File: src/core/compare_pkg.sv
// Purpose: constants and types for one output compare channel
// Assumes: 50 MHz aclk, AXI4-Lite register access, 32-bit data
// Notes:   the rule summary below is held by the channel in core/
//
// Summary of operation
// - time base select bit picks timer
// - pin changes when timer equals compare
// - mode 000 disables channel, no interrupt
// - mode 001 low, match forces high, interrupt
// - mode 010 high, match forces low
// - mode 011 toggles pin, both edges interrupt
// - mode 100 single pulse, falling edge interrupt
// - mode 101 continuous pulses, falling edge interrupt
// - mode 110 PWM, fault ignored, no interrupt
// - mode 111 PWM, fault falling edge interrupts
// - fault flag set by hardware only
// - idle stop bit halts channel in idle
// - unused control bits read zero
package compare_pkg;
    // byte offsets of the registers
    localparam logic [7:0] OFF_CONTROL   = 8'h00;
    localparam logic [7:0] OFF_PRIMARY   = 8'h04;
    localparam logic [7:0] OFF_SECONDARY = 8'h08;
    localparam logic [7:0] OFF_STATUS    = 8'h0C;
    localparam logic [7:0] OFF_MASK      = 8'h10;
    // control field positions
    localparam int MODE_LSB   = 0;
    localparam int TSEL_BIT   = 3;
    localparam int FLT_BIT    = 4;
    localparam int IDLE_BIT   = 13;
    localparam logic [15:0] CTRL_WMASK = 16'h200F;
    localparam logic [15:0] CTRL_RESET = 16'h0000;
    localparam logic [15:0] CMP_RESET  = 16'h0000;
    // status bits
    localparam int ST_PIN_EDGE = 0;
    localparam int ST_FAULT    = 1;
    localparam logic [1:0] ST_RESET = 2'h0;
    localparam logic [1:0] AXI_OKAY   = 2'h0;
    localparam logic [1:0] AXI_DECERR = 2'h3;

    typedef enum logic [2:0] {
        MODE_OFF    = 3'h0,
        MODE_LOW_HI = 3'h1,
        MODE_HI_LOW = 3'h2,
        MODE_TOGGLE = 3'h3,
        MODE_ONE_PULSE = 3'h4,
        MODE_CONT_PULSE = 3'h5,
        MODE_PWM    = 3'h6,
        MODE_PWM_FLT = 3'h7
    } compare_mode_e;

    // the two time bases, value plus rollover pulse
    typedef struct packed {
        logic [15:0] count;
        logic        rollover;
    } time_base_s;
endpackage

File: src/core/output_compare_channel.sv
// Purpose: output compare channel with AXI4-Lite registers and interrupt
// Assumes: timers and idle flag come from logic on aclk; fault pin is async
// Notes:   pin output enable is low in disabled mode, handing pin to GPIO
//
// Design decisions made here: register access over AXI4-Lite and the address map.
`timescale 1ns/100ps
module output_compare_channel
    import compare_pkg::*;
(
    input  wire logic        aclk,
    input  wire logic        aresetn,
    input  wire logic [7:0]  s_axi_awaddr,
    input  wire logic        s_axi_awvalid,
    output logic             s_axi_awready,
    input  wire logic [31:0] s_axi_wdata,
    input  wire logic [3:0]  s_axi_wstrb,
    input  wire logic        s_axi_wvalid,
    output logic             s_axi_wready,
    output logic [1:0]       s_axi_bresp,
    output logic             s_axi_bvalid,
    input  wire logic        s_axi_bready,
    input  wire logic [7:0]  s_axi_araddr,
    input  wire logic        s_axi_arvalid,
    output logic             s_axi_arready,
    output logic [31:0]      s_axi_rdata,
    output logic [1:0]       s_axi_rresp,
    output logic             s_axi_rvalid,
    input  wire logic        s_axi_rready,
    input  wire time_base_s  first_time_base,
    input  wire time_base_s  second_time_base,
    input  wire logic        cpu_idle,
    input  wire logic        fault_input,
    output logic             compare_output_pin,
    output logic             compare_output_pin_oe,
    output logic             irq
);

    ////////////////////////////////////////////////////////////////////////
    // registers and state
    logic [15:0]   compare_channel_control;
    logic [15:0]   primary_compare_value;
    logic [15:0]   secondary_compare_value;
    logic [1:0]    irq_status;
    logic [1:0]    irq_mask;
    logic          fault_status_flag;
    logic          fault_meta;
    logic          fault_sync;
    logic          fault_last;
    logic          pin_last;
    logic          pulse_done;
    logic          setup_pending;
    logic [7:0]    aw_addr;
    logic          aw_held;
    logic [31:0]   w_data;
    logic [3:0]    w_strb;
    logic          w_held;
    compare_mode_e mode;
    time_base_s    tb;
    logic          halted;
    logic          match_pri;
    logic          match_sec;
    logic          next_pin;
    logic          pin_event;
    logic          fault_fall;
    logic          do_write;
    logic          read_status;

    // 16-bit write merge honouring byte strobes
    function automatic logic [15:0] merge16(input logic [15:0] old_v,
                                            input logic [31:0] data,
                                            input logic [3:0]  strb);
        merge16 = old_v;
        if (strb[0]) begin
            merge16[7:0] = data[7:0];
        end
        if (strb[1]) begin
            merge16[15:8] = data[15:8];
        end
    endfunction

    assign mode = compare_mode_e'(compare_channel_control[MODE_LSB +: 3]);
    assign tb = compare_channel_control[TSEL_BIT] ? second_time_base : first_time_base;
    assign halted = compare_channel_control[IDLE_BIT] & cpu_idle;
    assign match_pri = !halted && (tb.count == primary_compare_value);
    assign match_sec = !halted && (tb.count == secondary_compare_value);
    assign do_write = aw_held && w_held && !s_axi_bvalid;
    assign read_status = s_axi_arvalid && s_axi_arready && (s_axi_araddr == OFF_STATUS);

    ////////////////////////////////////////////////////////////////////////
    // fault pin synchroniser and falling edge
    always_ff @(posedge aclk) begin
        if (!aresetn) begin
            fault_meta <= 1'b1;
            fault_sync <= 1'b1;
            fault_last <= 1'b1;
        end else begin
            fault_meta <= fault_input;
            fault_sync <= fault_meta;
            fault_last <= fault_sync;
        end
    end
    assign fault_fall = fault_last & ~fault_sync;

    ////////////////////////////////////////////////////////////////////////
    // next pin level per mode
    always_comb begin
        next_pin = compare_output_pin;
        if (setup_pending) begin
            unique case (mode)
                MODE_OFF:        next_pin = compare_output_pin;
                MODE_LOW_HI:     next_pin = 1'b0;
                MODE_HI_LOW:     next_pin = 1'b1;
                MODE_TOGGLE:     next_pin = compare_output_pin;
                MODE_ONE_PULSE:  next_pin = 1'b0;
                MODE_CONT_PULSE: next_pin = 1'b0;
                MODE_PWM,
                MODE_PWM_FLT:    next_pin = (primary_compare_value != CMP_RESET);
            endcase
        end else if (!halted) begin
            unique case (mode)
                MODE_OFF:        next_pin = compare_output_pin;
                MODE_LOW_HI:     next_pin = match_pri ? 1'b1 : compare_output_pin;
                MODE_HI_LOW:     next_pin = match_pri ? 1'b0 : compare_output_pin;
                MODE_TOGGLE:     next_pin = match_pri ? ~compare_output_pin : compare_output_pin;
                // rise on primary, fall on secondary, once
                MODE_ONE_PULSE: begin
                    if (match_pri && !pulse_done) begin
                        next_pin = 1'b1;
                    end else if (match_sec && compare_output_pin) begin
                        next_pin = 1'b0;
                    end
                end
                // rise on primary, fall on secondary, repeating
                MODE_CONT_PULSE: begin
                    if (match_pri) begin
                        next_pin = 1'b1;
                    end else if (match_sec) begin
                        next_pin = 1'b0;
                    end
                end
                // low at match, high at rollover unless primary is zero
                MODE_PWM,
                MODE_PWM_FLT: begin
                    if (mode == MODE_PWM_FLT && (fault_status_flag || fault_fall)) begin
                        next_pin = 1'b0; // fault holds pin inactive
                    end else if (match_pri) begin
                        next_pin = 1'b0;
                    end else if (tb.rollover) begin
                        next_pin = (primary_compare_value != CMP_RESET);
                    end
                end
            endcase
        end
    end

    ////////////////////////////////////////////////////////////////////////
    // interrupt source selection per mode
    always_comb begin
        pin_event = 1'b0;
        unique case (mode)
            MODE_OFF:        pin_event = 1'b0;
            MODE_LOW_HI:     pin_event = ~pin_last & compare_output_pin;
            MODE_HI_LOW:     pin_event = 1'b0;
            MODE_TOGGLE:     pin_event = pin_last ^ compare_output_pin;
            MODE_ONE_PULSE,
            MODE_CONT_PULSE: pin_event = pin_last & ~compare_output_pin;
            MODE_PWM:        pin_event = 1'b0;
            MODE_PWM_FLT:    pin_event = fault_fall;
        endcase
        if (setup_pending) begin
            pin_event = 1'b0; // setup level is not an event
        end
    end

    ////////////////////////////////////////////////////////////////////////
    // pin, setup and one-shot tracking
    always_ff @(posedge aclk) begin
        if (!aresetn) begin
            compare_output_pin    <= 1'b0;
            compare_output_pin_oe <= 1'b0;
            pin_last              <= 1'b0;
            pulse_done            <= 1'b0;
            setup_pending         <= 1'b0;
        end else begin
            compare_output_pin    <= next_pin;
            pin_last              <= setup_pending ? next_pin : compare_output_pin;
            // gpio keeps the pin when off
            compare_output_pin_oe <= (mode != MODE_OFF);
            if (do_write && aw_addr == OFF_CONTROL) begin
                setup_pending <= 1'b1;
                pulse_done    <= 1'b0;
            end else begin
                setup_pending <= 1'b0;
                if (mode == MODE_ONE_PULSE && match_pri && !halted) begin
                    pulse_done <= 1'b1;
                end
            end
        end
    end

    ////////////////////////////////////////////////////////////////////////
    // fault flag: only hardware touches it
    always_ff @(posedge aclk) begin
        if (!aresetn) begin
            fault_status_flag <= 1'b0;
        end else if (mode == MODE_PWM_FLT) begin
            // set on fault, cleared by hardware at a rollover once the fault line is back high
            if (fault_fall) begin
                fault_status_flag <= 1'b1;
            end else if (fault_sync && tb.rollover) begin
                fault_status_flag <= 1'b0;
            end
        end else begin
            fault_status_flag <= 1'b0;
        end
    end

    ////////////////////////////////////////////////////////////////////////
    // sticky status: set beats clear-on-read
    always_ff @(posedge aclk) begin
        if (!aresetn) begin
            irq_status <= ST_RESET;
            irq       <= 1'b0;
        end else begin
            irq_status[ST_PIN_EDGE] <= (irq_status[ST_PIN_EDGE] & ~read_status)
                                       | (pin_event & (mode != MODE_PWM_FLT));
            irq_status[ST_FAULT]    <= (irq_status[ST_FAULT] & ~read_status)
                                       | (pin_event & (mode == MODE_PWM_FLT));
            irq <= |(irq_status & irq_mask);
        end
    end

    ////////////////////////////////////////////////////////////////////////
    // write channel capture, address and data in either order
    always_ff @(posedge aclk) begin
        if (!aresetn) begin
            aw_held       <= 1'b0;
            w_held        <= 1'b0;
            aw_addr       <= 8'h00;
            w_data        <= 32'h0000_0000;
            w_strb        <= 4'h0;
            s_axi_awready <= 1'b0;
            s_axi_wready  <= 1'b0;
            s_axi_bvalid  <= 1'b0;
            s_axi_bresp   <= AXI_OKAY;
        end else begin
            s_axi_awready <= !aw_held && !s_axi_awready && !s_axi_bvalid;
            s_axi_wready  <= !w_held && !s_axi_wready && !s_axi_bvalid;
            if (s_axi_awvalid && s_axi_awready) begin
                aw_held <= 1'b1;
                aw_addr <= s_axi_awaddr;
            end
            if (s_axi_wvalid && s_axi_wready) begin
                w_held <= 1'b1;
                w_data <= s_axi_wdata;
                w_strb <= s_axi_wstrb;
            end
            if (do_write) begin
                aw_held      <= 1'b0;
                w_held       <= 1'b0;
                s_axi_bvalid <= 1'b1;
                unique case (aw_addr)
                    OFF_CONTROL, OFF_PRIMARY, OFF_SECONDARY, OFF_STATUS, OFF_MASK:
                        s_axi_bresp <= AXI_OKAY;
                    default: s_axi_bresp <= AXI_DECERR;
                endcase
            end else if (s_axi_bvalid && s_axi_bready) begin
                s_axi_bvalid <= 1'b0;
            end
        end
    end

    ////////////////////////////////////////////////////////////////////////
    // register writes
    always_ff @(posedge aclk) begin
        if (!aresetn) begin
            compare_channel_control <= CTRL_RESET;
            primary_compare_value   <= CMP_RESET;
            secondary_compare_value <= CMP_RESET;
            irq_mask                <= ST_RESET;
        end else if (do_write) begin
            unique case (aw_addr)
                // unused and fault bits not writable
                OFF_CONTROL: compare_channel_control <=
                    merge16(compare_channel_control, w_data, w_strb) & CTRL_WMASK;
                OFF_PRIMARY: primary_compare_value <=
                    merge16(primary_compare_value, w_data, w_strb);
                OFF_SECONDARY: secondary_compare_value <=
                    merge16(secondary_compare_value, w_data, w_strb);
                OFF_MASK: if (w_strb[0]) begin
                    irq_mask <= w_data[1:0];
                end
                default: ;
            endcase
        end
    end

    ////////////////////////////////////////////////////////////////////////
    // read channel, answer one cycle after address taken
    always_ff @(posedge aclk) begin
        if (!aresetn) begin
            s_axi_arready <= 1'b0;
            s_axi_rvalid  <= 1'b0;
            s_axi_rdata   <= 32'h0000_0000;
            s_axi_rresp   <= AXI_OKAY;
        end else begin
            s_axi_arready <= !s_axi_arready && !s_axi_rvalid && s_axi_arvalid;
            if (s_axi_arvalid && s_axi_arready) begin
                s_axi_rvalid <= 1'b1;
                s_axi_rresp  <= AXI_OKAY;
                s_axi_rdata  <= 32'h0000_0000;
                unique case (s_axi_araddr)
                    OFF_CONTROL: begin
                        s_axi_rdata[15:0]    <= compare_channel_control & CTRL_WMASK;
                        s_axi_rdata[FLT_BIT] <= fault_status_flag;
                    end
                    OFF_PRIMARY:   s_axi_rdata[15:0] <= primary_compare_value;
                    OFF_SECONDARY: s_axi_rdata[15:0] <= secondary_compare_value;
                    OFF_STATUS:    s_axi_rdata[1:0]  <= irq_status;
                    OFF_MASK:      s_axi_rdata[1:0]  <= irq_mask;
                    default:       s_axi_rresp       <= AXI_DECERR;
                endcase
            end else if (s_axi_rvalid && s_axi_rready) begin
                s_axi_rvalid <= 1'b0;
            end
        end
    end

endmodule // output_compare_channel

File: config.mk
export PLATFORM = sky130hd
export DESIGN_NAME = output_compare_channel
export DESIGN_NICKNAME = d
export VERILOG_FILES = /design/src/core/compare_pkg.sv /design/src/core/output_compare_channel.sv
export SDC_FILE = /design/constraint.sdc
export NUM_CORES = 1
export LEC_CHECK = 0
export BUFFER_PORTS_ARGS = -buffer_cell sky130_fd_sc_hd__buf_2
export CAP_MARGIN = 20
export CORE_ASPECT_RATIO = 0.75
export CORE_MARGIN = 3
export CORE_UTILIZATION = 53
export DETAILED_ROUTE_END_ITERATION = 6
export PLACE_DENSITY_LB_ADDON = 0.2
export SYNTH_ARGS = -nofsm -noshare
export SYNTH_HDL_FRONTEND = slang
export SYNTH_SLANG_ARGS = --single-unit
export TNS_END_PERCENT = 100
File: constraint.sdc
create_clock -name aclk -period 3 [get_ports aclk]
set_clock_uncertainty 0.05 [all_clocks]
set_input_delay 0.45 -clock aclk [delete_from_list [all_inputs] [get_ports aclk]]
set_output_delay 0.45 -clock aclk [all_outputs]
set_load 0.01 [all_outputs]
==> impl_metrics.csv <==
group,metric,value,unit
run_status,status,"completed",
synthesis,synth_edf_count,0,
clock_network,clk_pin_slew_worst_paths,70,ps
power,p_per_area,460,nW/um^2
route,drc,0,
route,viasPerCell,5.44,
clock_network,cts_hold_buffers,0,
setup_path,timing.rr.end,"compare_output_pin",
synthesis,avgSynthCellArea,9.30,um^2
power,power_frac_seq,48.9,%
layout,fin_area,6260,um^2
floorplanning,core-area,9270,um^2
power,power.switching,0.716,mW
grt,antenna_found_initial,0,
route,final_antenna_net_count,0,
route,drt_wl_total,12800,um
grt,grt.overflow.total,0,
setup_path,timing.rr.start,"compare_channel_control[3]",
setup_path,ff2ff_path_depth,13,
floorplanning,ios,139,
grt,grt_pass1_wl,20000,um
synthesis,ys.flop_type,"dfxtp_1",
clock_network,cts_buffers,9,
clock_network,cts_tree,"yes",
timing,final_hold_viol_count,0,
clock_network,root_buffer,"clkbuf_16",
synthesis,synth_area_leaders,"dfxtp_1 (39%), mux2i_1 (10%), nor2b_1 (5.8%)",
setup_path,cp-end-kind,"flop",
placed_design,place.gp.congestion,0.891,
floorplanning,die_w,120,um
hold_path,hold_class,"input port to flop",
route,wl_per_cell,16.1,um
power,p_leak,2.61,nW
placed_design,dp_hpwl,9080,um
synthesis,netlist_instances,557,
setup_path,required,3210,ps
setup_path,cp_data_arrival_time,3130,ps
synthesis,syn-cell-area,5180,um^2
hold_path,holdPathEnd,"fault_meta",
synthesis,yosysWarnings,0,
timing,setup_tns,0,ps
hold_path,whs_path_depth,2,
floorplanning,rows,30,
synthesis,yosys.area.top_type_share,39.4,%
timing,relSlewSlack,54.5,%
synthesis,synth_cell_type_count,56,
setup_path,start_kind,"flop",
floorplanning,start_util,55.9,%
layout,finalNetCount,759,
setup_path,path_max_fanout,7,
placed_design,place_inst,768,
hold_path,hp-start,"fault_input",
floorplanning,die_h,91.6,um
power,p_sw_share,24.9,%
timing,fin_ws,78.5,ps
setup_path,reg2reg_slack,80,ps
power,clockPowerShare,42.5,%
clock_network,cts_sinks,102,
route,firstDrtPassIters,5,
layout,mostFrequentLayoutCells,"buf_2 (104), dfxtp_1 (101), nand2_1 (75), mux2i_1 (48), nor2b_1 (48)",
power,vdd_drop_max,0.000407,V
clock_network,clockBufferDepth,2,
layout,filler_cell_count,785,
synthesis,synth_top_cell_by_area,"dfxtp_1",
timing,tightest_slew,681,ps
grt,grt_usage,22.8,%
placed_design,post-place-ws,3.56,ps
placed_design,postPlaceCellArea,5750,um^2
layout,antennaDiodeCount,0,
timing,finalCritPeriodShare,97.4,%
grt,grt_max_degree,43,
synthesis,ys_async_sr_fraction,0,%
grt,first_global_vias,3982,
layout,final_util,67.5,%
power,total_power,2.88,mW
layout,finalNonFillerCells,794,
setup_path,critPathKind,"flop to flop",
timing,min_period,2920,ps
timing,finalSetupViolations,0,
flow_run,maxCapViolCount,0,
timing,slew_violations,0,
power,p_int,2.16,mW
synthesis,yosys_register_bits,102,
synthesis,yosysSeqAreaShare,39.4,%
clock_network,htreeDepth,3,
clock_network,clock_latency,350,ps
timing,whs,240,ps
power,comb_power_share,8.6,%
layout,area_growth,20.8,%
route,via_count,4323,
route,drt_iter0_drc,251,
layout,layout-drive-gt1-share,26.1,%
placed_design,port_buffers,104,
floorplanning,dieArea,11000,um^2
layout,layout_commonest_cell,"buf_2",
timing,fmax,342,MHz
[final cells by class]
cell class                      instances  area (um^2)  area share (%)
Timing Repair Buffer                  125          716            11.4
Multi-Input combinational cell        418         3010            48.0
Clock buffer                            9          225            3.60
Tap cell                              128          160            2.56
Inverter                                5         18.8           0.300
Clock inverter                          7         86.3            1.38
Sequential cell                       102         2050            32.7
[worst max path at each step]
stage	from	to	slack, ps	cells after the start
after floorplan	compare_channel_control[3]	compare_output_pin	380	13
after global placement	compare_channel_control[3]	compare_output_pin	60	12
after detailed placement	compare_channel_control[3]	compare_output_pin	4	12
after CTS	compare_channel_control[3]	compare_output_pin	10	12
after global routing	compare_channel_control[3]	compare_output_pin	-40	13
final	compare_channel_control[3]	compare_output_pin	80	13
[power groups by stage]
| stage | clock network (mW) | logic, mW | registers (mW) |
|---|---|---|---|
| CTS | 1.24 | 0.237 | 1.41 |
| global placement | 0 | 0.229 | 1.44 |
| global route | 1.30 | 0.274 | 1.41 |
| finish | 1.22 | 0.248 | 1.41 |
| floorplan | 0 | 0.163 | 1.43 |
| detailed placement | 0 | 0.234 | 1.44 |
[worst max-delay path, stage by stage, from the launching register on]
cell	delay (ps)
dfxtp_4	400
buf_12	160
buf_4	130
mux2i_4	240
xnor2_1	110
nor4_2	220
nand4_1	240
nor2_2	200
inv_2	60
ha_4	210
o21ai_2	100
a21oi_1	70
or4_1	520
o311ai_1	110
[state kept, by name, indices dropped and copies added, names as in the netlist, 2 cells and up]
register and count:
w_data 16, primary_compare_value 16, s_axi_rdata 16, irq_status 2
compare_channel_control 5, irq_mask 2, aw_addr 8, secondary_compare_value 16
w_strb 2
[routing by layer]
layer / global-route usage, % / routed length, um / up-vias
met2: 34.4 / 5560 / 179
li1: - / - / 2112
met4: 7.44 / 337 / 0
met3: 5.73 / 923 / 29
met1: 31.8 / 5940 / 2003
met5: 0 / 0 / -
[cell usage after synthesis (3+ instances only)]
master	count
a21boi_0	28
a21boi_1	14
a21oi_1	8
a22o_1	10
a22oi_1	3
buf_4	18
clkbuf_1	26
dfxtp_1	102
ha_1	3
inv_1	5
mux2i_1	54
mux2i_2	5
nand2_1	75
nand2b_1	9
nand3_1	28
nand3_4	4
nand4_1	4
nor2_1	14
nor2b_1	48
nor3_1	6
nor4_1	8
nor4_2	3
o21ai_0	9
or4_1	3
xnor2_1	30
[logic make-up after synthesis]
kind of cell / Yosys count / synth area share [%]
AOI/OAI and AO/OA: 88 / 12.2
xor gates and xnor gates: 32 / 5.41
adders and majority gates: 3 / 0.725
buffers and inverters: 52 / 5.53
DFF: 102 / 39.4
muxes: 63 / 13.5
other: 1 / 0.0724
and+or+nand+nor: 216 / 23.1
[what timing repair did]
item,4_1_cts,5_1_grt
pin swaps,1,7
resized for setup,3,19
cloned,0,1
buffers inserted,0,9
hold endpoints to repair,0,0
endpoints found under the setup margin,1,1
No activity file was read; power rests on OpenSTA's default activity.
